--- config.mk ---
export PLATFORM = sky130hd
export DESIGN_NAME = status_interrupt_control
export DESIGN_NICKNAME = d
export VERILOG_FILES = /design/src/status_pkg.sv /design/src/status_interrupt_control.sv /design/src/strap_sync.sv
export VERILOG_INCLUDE_DIRS = /design/src
export SDC_FILE = /design/constraint.sdc
export NUM_CORES = 1
export LEC_CHECK = 0
export ABC_AREA = 1
export BUFFER_PORTS_ARGS = -buffer_cell sky130_fd_sc_hd__buf_2
export CORE_MARGIN = 1
export CORE_UTILIZATION = 40
export DETAILED_ROUTE_END_ITERATION = 7
export MAX_ROUTING_LAYER = met4
export PLACE_DENSITY = 0.73
export SETUP_SLACK_MARGIN = 0.1
export SYNTH_ARGS = -nofsm -noshare
export SYNTH_HDL_FRONTEND = slang
export SYNTH_SLANG_ARGS = --single-unit
--- constraint.sdc ---
create_clock -name core_clk -period 4.12 [get_ports core_clk]
set_clock_uncertainty 0.1 [all_clocks]
set_input_delay 0.618 -clock core_clk [delete_from_list [all_inputs] [get_ports core_clk]]
set_output_delay 0.618 -clock core_clk [all_outputs]
set_load 0.005 [all_outputs]
--- src/status_cfg.svh ---
// Bit positions, reset values and field constants for the status logic.
`ifndef STATUS_CFG_SVH
`define STATUS_CFG_SVH
`define ST_RP        27
`define ST_FR        26
`define ST_RE        25
`define ST_MX        24
`define ST_BEV       22
`define ST_TS        21
`define ST_SR        20
`define ST_NMI       19
`define ST_IM9       18
`define ST_CEE       17
`define ST_IM_HI     16
`define ST_IM_LO     10
`define ST_SW_HI     9
`define ST_SW_LO     8
`define ST_UM        4
`define ST_ERL       2
`define ST_EXL       1
`define ST_IE        0
`define IC_TIMER_HI  31
`define IC_TIMER_LO  29
`define IC_PERF_HI   28
`define IC_PERF_LO   26
`define IC_DBG_HI    25
`define IC_DBG_LO    23
`define IC_PF        22
`define IC_ICE       21
`define IC_STK_HI    20
`define IC_STK_LO    16
`define IC_CLR       15
`define IC_APE       14
`define RST_BEV      1'h1
`define RST_ERL      1'h1
`define RST_PROLOGUE_STACK_DROP   5'h03
`define STK_MIN_WORDS 5'h03
`define STRAP_RST    3'h0
`endif

--- src/status_pkg.sv ---
// Types shared by the status and interrupt control logic.
package status_pkg;
	typedef enum logic [0:0] {
		SEL_STATUS = 1'h0,
		SEL_INTERRUPT_CONTROL_EXT = 1'h1
	} reg_sel_e;

	typedef struct packed {
		logic        valid;
		logic        write;
		reg_sel_e    sel;
		logic [31:0] wdata;
	} cop_req_s;

	typedef struct packed {
		logic exc_take;
		logic cache_err;
		logic nmi_entry;
		logic soft_entry;
		logic tlb_multi_hit;
		logic irq_off_instr;
		logic irq_on_instr;
		logic level_clear;
		logic dsp_instr;
		logic udi_instr;
	} cpu_evt_s;
endpackage : status_pkg

--- src/status_interrupt_control.sv ---
// Operating-mode status and extended interrupt control registers.
`include "status_cfg.svh"
module status_interrupt_control #(
	parameter bit FPU_PRESENT = 1'b1,
	parameter bit UDI_PRESENT = 1'b1,
	parameter bit DBG_PRESENT = 1'b1
) (
	input  wire logic                core_clk,
	input  wire logic                resetn,
	input  wire status_pkg::cop_req_s cop_req,
	output logic [31:0]              cop_rdata,
	output logic                     cop_rvalid,
	input  wire status_pkg::cpu_evt_s cpu_evt,
	input  wire logic                ext_ctrl_mode_flag,
	input  wire logic                debug_mode,
	input  wire logic [7:0]          hw_irq_pending,
	input  wire logic [1:0]          sw_irq_pending,
	input  wire logic [7:0]          eic_req_level,
	input  wire logic [2:0]          timer_line_strap,
	input  wire logic [2:0]          perf_line_strap,
	input  wire logic [2:0]          debug_line_strap,
	output logic                     kernel_mode,
	output logic                     user_byte_order_flip,
	output logic                     fpu_wide_reg_sel,
	output logic                     boot_vector_sel,
	output logic                     use_error_return_pc,
	output logic                     exc_state_hold,
	output logic                     irq_take,
	output logic                     machine_check,
	output logic                     dsp_fault,
	output logic                     udi_fault,
	output logic [4:0]               prologue_stack_drop
);
	logic       rst_a_q;
	logic       rst_n_q;
	logic [8:0] strap_lv;
	logic       rp_q, fr_q, re_q, mx_q, bev_q, ts_q, sr_q, nmi_q, cee_q;
	logic [7:0] hw_irq_line_masks_q;
	logic [1:0] sw_irq_line_masks_q;
	logic       um_q, erl_q, exl_q, ie_q;
	logic       pf_q, ice_q, clr_q, ape_q;
	logic [4:0] prologue_stack_drop_q;
	logic [31:0] rdata_q;
	logic       rvalid_q;
	logic       kernel_q, flip_q, boot_q, errpc_q, hold_q;
	logic       irq_q, mchk_q, dsp_q, udi_q;
	logic [4:0] drop_q;
	logic       wr_st, wr_ic, reset_class, do_clear, gate, want;
	logic [31:0] status_word, interrupt_control_ext_word;
	logic [7:0] current_priority_level;

	always_ff @(posedge core_clk or negedge resetn) begin
		if (!resetn) begin
			rst_a_q <= 1'h0;
			rst_n_q <= 1'h0;
		end else begin
			rst_a_q <= 1'h1;
			rst_n_q <= rst_a_q;
		end
	end

	strap_sync #(.W(9)) u_strap (
		.clk   (core_clk),
		.rst_n (rst_n_q),
		.pin   ({timer_line_strap, perf_line_strap, debug_line_strap}),
		.level (strap_lv)
	);

	assign wr_st = cop_req.valid && cop_req.write
		&& cop_req.sel == status_pkg::SEL_STATUS;
	assign wr_ic = cop_req.valid && cop_req.write
		&& cop_req.sel == status_pkg::SEL_INTERRUPT_CONTROL_EXT;
	assign reset_class = cpu_evt.cache_err || cpu_evt.nmi_entry
		|| cpu_evt.soft_entry;
	assign do_clear = cpu_evt.level_clear && clr_q;
	assign current_priority_level = hw_irq_line_masks_q;

	// Plain read/write status controls.
	always_ff @(posedge core_clk or negedge rst_n_q) begin
		if (!rst_n_q) begin
			rp_q <= 1'h0;
			fr_q <= 1'h0;
			re_q <= 1'h0;
			mx_q <= 1'h0;
			bev_q <= `RST_BEV;
			cee_q <= 1'h0;
			hw_irq_line_masks_q <= 8'h00;
			sw_irq_line_masks_q <= 2'h0;
		end else if (wr_st) begin
			rp_q <= cop_req.wdata[`ST_RP];
			fr_q <= FPU_PRESENT && cop_req.wdata[`ST_FR];
			re_q <= cop_req.wdata[`ST_RE];
			mx_q <= cop_req.wdata[`ST_MX];
			bev_q <= cop_req.wdata[`ST_BEV];
			cee_q <= cop_req.wdata[`ST_CEE];
			hw_irq_line_masks_q <= {cop_req.wdata[`ST_IM9],
				cop_req.wdata[`ST_IM_HI:`ST_IM_LO]};
			sw_irq_line_masks_q <= cop_req.wdata[`ST_SW_HI:`ST_SW_LO];
		end
	end

	// Sticky hardware flags: the hardware set wins over a software clear.
	always_ff @(posedge core_clk or negedge rst_n_q) begin
		if (!rst_n_q) begin
			ts_q <= 1'h0;
			sr_q <= 1'h0;
			nmi_q <= 1'h0;
		end else begin
			if (cpu_evt.tlb_multi_hit) begin
				ts_q <= 1'h1;
			end else if (wr_st && !cop_req.wdata[`ST_TS]) begin
				ts_q <= 1'h0;
			end
			if (cpu_evt.soft_entry) begin
				sr_q <= 1'h1;
			end else if (cpu_evt.nmi_entry) begin
				sr_q <= 1'h0;
			end else if (wr_st && !cop_req.wdata[`ST_SR]) begin
				sr_q <= 1'h0;
			end
			if (cpu_evt.nmi_entry && !cpu_evt.soft_entry) begin
				nmi_q <= 1'h1;
			end else if (cpu_evt.soft_entry) begin
				nmi_q <= 1'h0;
			end else if (wr_st && !cop_req.wdata[`ST_NMI]) begin
				nmi_q <= 1'h0;
			end
		end
	end

	// Privilege and level bits.
	always_ff @(posedge core_clk or negedge rst_n_q) begin
		if (!rst_n_q) begin
			erl_q <= `RST_ERL;
			exl_q <= 1'h0;
			um_q <= 1'h0;
		end else begin
			if (reset_class) begin
				erl_q <= 1'h1;
			end else if (do_clear) begin
				erl_q <= 1'h0;
			end else if (wr_st) begin
				erl_q <= cop_req.wdata[`ST_ERL];
			end
			if (cpu_evt.exc_take && !reset_class) begin
				exl_q <= 1'h1;
			end else if (do_clear) begin
				exl_q <= 1'h0;
			end else if (wr_st) begin
				exl_q <= cop_req.wdata[`ST_EXL];
			end
			if (do_clear) begin
				um_q <= 1'h0;
			end else if (wr_st) begin
				um_q <= cop_req.wdata[`ST_UM];
			end
		end
	end

	// Master interrupt enable.
	always_ff @(posedge core_clk or negedge rst_n_q) begin
		if (!rst_n_q) begin
			ie_q <= 1'h0;
		end else if (cpu_evt.irq_off_instr) begin
			ie_q <= 1'h0;
		end else if (cpu_evt.irq_on_instr) begin
			ie_q <= 1'h1;
		end else if (wr_st) begin
			ie_q <= cop_req.wdata[`ST_IE];
		end
	end

	// Writable interrupt-control fields; routing fields take no write.
	always_ff @(posedge core_clk or negedge rst_n_q) begin
		if (!rst_n_q) begin
			pf_q <= 1'h0;
			ice_q <= 1'h0;
			clr_q <= 1'h0;
			ape_q <= 1'h0;
			prologue_stack_drop_q <= `RST_PROLOGUE_STACK_DROP;
		end else if (wr_ic) begin
			pf_q <= cop_req.wdata[`IC_PF];
			ice_q <= cop_req.wdata[`IC_ICE];
			clr_q <= cop_req.wdata[`IC_CLR];
			ape_q <= cop_req.wdata[`IC_APE];
			prologue_stack_drop_q <= cop_req.wdata[`IC_STK_HI:`IC_STK_LO];
		end
	end

	always_comb begin
		status_word = 32'h00000000;
		status_word[`ST_RP] = rp_q;
		status_word[`ST_FR] = FPU_PRESENT && fr_q;
		status_word[`ST_RE] = re_q;
		status_word[`ST_MX] = mx_q;
		status_word[`ST_BEV] = bev_q;
		status_word[`ST_TS] = ts_q;
		status_word[`ST_SR] = sr_q;
		status_word[`ST_NMI] = nmi_q;
		status_word[`ST_IM9] = hw_irq_line_masks_q[7];
		status_word[`ST_CEE] = cee_q;
		status_word[`ST_IM_HI:`ST_IM_LO] = hw_irq_line_masks_q[6:0];
		status_word[`ST_SW_HI:`ST_SW_LO] = sw_irq_line_masks_q;
		status_word[`ST_UM] = um_q;
		status_word[`ST_ERL] = erl_q;
		status_word[`ST_EXL] = exl_q;
		status_word[`ST_IE] = ie_q;
		interrupt_control_ext_word = 32'h00000000;
		interrupt_control_ext_word[`IC_TIMER_HI:`IC_TIMER_LO] = strap_lv[8:6];
		interrupt_control_ext_word[`IC_PERF_HI:`IC_PERF_LO] = strap_lv[5:3];
		interrupt_control_ext_word[`IC_DBG_HI:`IC_DBG_LO] = DBG_PRESENT ? strap_lv[2:0]
			: `STRAP_RST;
		interrupt_control_ext_word[`IC_PF] = pf_q;
		interrupt_control_ext_word[`IC_ICE] = ice_q;
		interrupt_control_ext_word[`IC_STK_HI:`IC_STK_LO] = prologue_stack_drop_q;
		interrupt_control_ext_word[`IC_CLR] = clr_q;
		interrupt_control_ext_word[`IC_APE] = ape_q;
	end

	// Register read port: data one cycle after the request.
	always_ff @(posedge core_clk or negedge rst_n_q) begin
		if (!rst_n_q) begin
			rdata_q <= 32'h00000000;
			rvalid_q <= 1'h0;
		end else begin
			rvalid_q <= cop_req.valid && !cop_req.write;
			if (cop_req.valid && !cop_req.write) begin
				rdata_q <= (cop_req.sel == status_pkg::SEL_STATUS)
					? status_word : interrupt_control_ext_word;
			end
		end
	end

	assign gate = ie_q && !exl_q && !erl_q && !debug_mode;
	assign want = ext_ctrl_mode_flag ? (eic_req_level > current_priority_level)
		: (|(hw_irq_pending & hw_irq_line_masks_q)
		|| |(sw_irq_pending & sw_irq_line_masks_q));

	// Derived mode and fault outputs.
	always_ff @(posedge core_clk or negedge rst_n_q) begin
		if (!rst_n_q) begin
			kernel_q <= 1'h1;
			flip_q <= 1'h0;
			boot_q <= `RST_BEV;
			errpc_q <= `RST_ERL;
			hold_q <= 1'h0;
			irq_q <= 1'h0;
			mchk_q <= 1'h0;
			dsp_q <= 1'h0;
			udi_q <= 1'h0;
			drop_q <= `STK_MIN_WORDS;
		end else begin
			kernel_q <= !um_q || exl_q || erl_q;
			flip_q <= re_q && um_q && !exl_q && !erl_q
				&& !debug_mode;
			boot_q <= bev_q;
			errpc_q <= erl_q;
			hold_q <= exl_q;
			irq_q <= gate && want;
			mchk_q <= cpu_evt.tlb_multi_hit;
			dsp_q <= cpu_evt.dsp_instr && !mx_q;
			udi_q <= UDI_PRESENT && cpu_evt.udi_instr && !cee_q;
			drop_q <= (prologue_stack_drop_q < `STK_MIN_WORDS) ? `STK_MIN_WORDS
				: prologue_stack_drop_q;
		end
	end

	assign cop_rdata = rdata_q;
	assign cop_rvalid = rvalid_q;
	assign kernel_mode = kernel_q;
	assign user_byte_order_flip = flip_q;
	assign fpu_wide_reg_sel = fr_q;
	assign boot_vector_sel = boot_q;
	assign use_error_return_pc = errpc_q;
	assign exc_state_hold = hold_q;
	assign irq_take = irq_q;
	assign machine_check = mchk_q;
	assign dsp_fault = dsp_q;
	assign udi_fault = udi_q;
	assign prologue_stack_drop = drop_q;
endmodule : status_interrupt_control

--- src/strap_sync.sv ---
// Three-stage pin synchroniser; a change counts once stages two and three agree.
`include "status_cfg.svh"
module strap_sync #(
	parameter int W = 9
) (
	input  wire logic         clk,
	input  wire logic         rst_n,
	input  wire logic [W-1:0] pin,
	output logic      [W-1:0] level
);
	genvar i;
	for (i = 0; i < W; i++) begin : g_bit
		logic s1_q;
		logic s2_q;
		logic s3_q;
		logic lv_q;
		always_ff @(posedge clk or negedge rst_n) begin
			if (!rst_n) begin
				s1_q <= 1'h0;
				s2_q <= 1'h0;
				s3_q <= 1'h0;
				lv_q <= 1'h0;
			end else begin
				s1_q <= pin[i];
				s2_q <= s1_q;
				s3_q <= s2_q;
				if (s2_q == s3_q) begin
					lv_q <= s3_q;
				end
			end
		end
		assign level[i] = lv_q;
	end
endmodule : strap_sync

==> flow_summary.rst <==
.. list-table::
   :header-rows: 1

   * - Metric
     - Value
   * - Most used routing layer in global routing
     - met2
   * - Worst min-delay path category
     - in2reg
   * - Leading cell types by count after synthesis
     - dfrtp_1 (104), nand2_1 (104), o21ai_0 (38)
   * - Count of TritonRoute iterations in the first routing pass
     - 5
   * - Power density normalized to cell area
     - roughly 590 mW/mm2
   * - Port buffer count
     - 110
   * - Slowest library cell on the worst path
     - nand3_2
   * - FF/Latch Area
     - between 0.002 and 0.003 mm2
   * - Io pins
     - between 100 and 150
   * - Dominant cell type by area after synthesis
     - dfrtp_1
   * - Area of the multi-input gates
     - around 0.0012 mm2
   * - Die width
     - 105 um
   * - Number of H-tree levels
     - 4
   * - Share of flip-flops with an asynchronous set or reset after synthesis
     - 1.00
   * - Worst VDD drop
     - roughly 0.0003 V
   * - Final cycle utilization of the critical path
     - 0.571
   * - Setup bufs post-CTS
     - 0
   * - Grt ovf
     - 0
   * - Initial detailed-routing violation count
     - approximately 170
   * - Global-route total usage across every layer
     - 0.193
   * - Fraction of the yosys area taken by sequential cells
     - 0.664
   * - Largest net degree at the start of global routing
     - slightly above 90
   * - Synth Area in Adders
     - 0.0445
   * - GPL Wtd Cong
     - 0.874
   * - Count of unresolved DRC violations after routing
     - 0
   * - Placed standard-cell area
     - approximately 0.005 mm2
   * - Crit path time final
     - ~2.4 ns
   * - Worst-Margin Slew
     - around 1.1 ns
   * - Yosys warns
     - 0
   * - Share of post-route cells with drive strength above 1
     - 0.307
   * - Mean instance size in the synthesized netlist
     - between 10 and 15 um2
   * - Total Die Area
     - 0.0111 mm2
   * - Via-to-Cell Ratio
     - around 4.8
   * - Clock Sinks
     - between 100 and 150
   * - Arrival time reported for the critical path endpoint
     - about 2.7 ns
   * - Clk pin slew, worst setup/hold paths
     - ~0.060 ns
   * - Post-synthesis to final-layout area growth
     - 30.7%
   * - Top-area cell type share of the netlist area
     - 0.609
   * - Cell count after synthesis
     - just over 400
   * - Worst endpoint required time
     - between 4 and 5 ns
   * - Final wirelength
     - 9570 um
   * - Vias after detailed routing
     - roughly 3200
   * - Worst-case clock buffer depth
     - 2
   * - Starting utilization of the core area
     - 0.414
   * - Simple-Gate Fraction of Synth Area
     - 0.148
   * - Crit path max fanout
     - 26
   * - Grt met3 use
     - 0.0705
   * - Crit-path leading delay family
     - buffers and inverters
   * - Category of the worst setup path capture point
     - flop
   * - CP Class
     - in2reg
   * - Post-route core utilization
     - 0.541
   * - Main synth FF type
     - dfrtp_1
   * - Final Cell Area
     - roughly 0.0056 mm2
   * - Number of rows in the core area
     - 37
   * - Synthesized flop and latch total
     - around 110
   * - Total half-perimeter wirelength after legalization and detailed placement
     - between 6000 and 7000 um
   * - CTS tree
     - built
   * - Run status
     - finished clean
   * - Number of antenna violations at the first check in global routing
     - 3
   * - Cell area after technology mapping
     - approximately 0.0043 mm2
   * - Post-synthesis share of cell area spent on xor and xnor gates
     - 0
   * - Share of cell area taken by muxes after synthesis
     - 0.00790
   * - CP bufs+invs
     - 3
   * - Post-synth EDFFs
     - 0
   * - Detail Route Antenna Nets
     - 0
   * - Number of setup violations in the final report
     - 0
   * - Setup repair after global routing missed its margin
     - no
   * - Main combinational cell family by area after synthesis
     - simple AND/OR/NAND/NOR gates
   * - Compound-Gate Fraction of Synth Area
     - 0.0776
   * - Clk root buf
     - clkbuf_8
   * - Global-route track usage on met1
     - 0.222
   * - Worst hold-check slack
     - roughly 0.11 ns
   * - Chip height
     - 105 um
   * - Type of origin of the critical path
     - primary input
   * - Final routed wire length divided by cell count
     - about 14 um
   * - Number of fill cells
     - between 900 and 1000
   * - Slew HR
     - 0.267
   * - NumNets Final
     - 599
   * - Pins Over Slew Limit
     - 0
   * - Core Area
     - slightly above 0.01 mm2
   * - Met2 track demand over resource
     - 0.304
   * - Maximum frequency from static timing analysis
     - around 420 MHz
   * - Vias in the first global route
     - roughly 3200
   * - Clock buffer count from CTS
     - 17
   * - Max-cap viol count
     - 0
   * - Clock insertion delay at the later pin of the skew report
     - just over 0.5 ns
   * - Wire length of the first global-routing pass
     - around 16000 um
   * - Unique masters post-synth
     - 25
   * - Sequence of cells on the critical path
     - buf_2 > inv_2 > nand3_2 > inv_2 > nor2_1 > o21ai_0
   * - Cells taking the most area after synthesis
     - dfrtp_1 (61%), nand2_1 (9.1%), dfstp_2 (5.5%), o21ai_0 (4.4%), inv_1 (2.5%)
   * - Static power due to leakage
     - between 2 and 3 nW
   * - Most prevalent standard cell on the critical path
     - inv_2
   * - Setup TNS after final layout
     - 0 ns
   * - Final hold violation count
     - 0
   * - Crit path largest cell delay
     - about 0.59 ns
==> cells in the final DEF, fill, tap and decap left out, types with 7 or more instances in the layout <==
cell and instances:
inv_1 28, ha_1 8, maj3_1 9, a31oi_1 13
buf_2 110, a21oi_1 7, o21ai_0 38, nand3_1 18
nor2_1 23, dfstp_2 9, dfrtp_1 103, clkbuf_16 16
nand2_1 104
==> stage by stage <==
step / setup WS (ns) / std cells / total power, mW
6_report: 1.77 / 667 / 3.29
5_1_grt: 1.58 / 667 / 3.43
4_1_cts: 1.73 / 664 / 3.33
3_5_place_dp: 1.20 / 631 / 1.67
3_3_place_gp: 1.28 / 631 / 1.65
2_1_floorplan: 0.655 / 406 / 1.52
==> cells by family after synthesis <==
family                   Yosys count
adder cells (fa/ha/maj)           17
AND/OR/NAND/NOR                  154
buffers and inverters             53
other                              2
flip-flops                       113
multiplexers                       3
AO/OA/AOI/OAI                     61
==> path summary, 6_finish.rpt <==
kind                                  startpoint                     to  slack [ns]  cells after the start
setup reg to reg                         rst_n_q            kernel_mode        2.50                      1
hold reg to reg            u_strap.g_bit[2].s1_q  u_strap.g_bit[2].s2_q        0.25                      0
hold / removal               timer_line_strap[0]  u_strap.g_bit[6].s1_q        0.11                      1
max in group asynchronous                rst_n_q            kernel_mode        2.50                      1
min in group asynchronous                 resetn                rst_n_q        0.32                      2
setup / recovery                     cop_req[32]                  exl_q        1.77                      6
==> state kept, by name, summed over array words and instances (netlist names), 2 cells and up <==
signal	count
cop_rdata	28
prologue_stack_drop	5
current_priority_level	8
u_strap.g_bit.lv_q	9
u_strap.g_bit.s3_q	9
u_strap.g_bit.s2_q	9
sw_irq_line_masks_q	2
u_strap.g_bit.s1_q	9
prologue_stack_drop_q	5
==> cell type report <==
class,instances,area share
clock buffer,20,0.0797
multi-input combinational,240,0.216
timing repair buffer,112,0.102
antenna,3,0.00134
tap,136,0.0305
sequential,113,0.509
inverter,31,0.0208
clock inverter,12,0.0412
==> where the power goes <==
group          internal (mW)  switching [mW]  leakage, nW
logic                  0.141           0.160         1.15
registers               1.25          0.0969         1.35
clock network           1.14           0.507        0.322
total                   2.53           0.764         2.82
==> per-layer routing <==
| metal | vias up | share of wire | routed length, um |
|---|---|---|---|
| li1 | 1532 | - | - |
| met1 | 1530 | 0.43 | 4110 |
| met2 | 111 | 0.49 | 4660 |
| met3 | 17 | 0.066 | 636 |
| met4 | 0 | 0.017 | 167 |
| met5 | - | 0 | 0 |
==> repair_timing <==
action                    CTS  global route
gates resized for setup     0             0
hold endpoints to repair    2             0
hold buffers                1             0
Note: power is estimated with default switching activity, not from simulation.
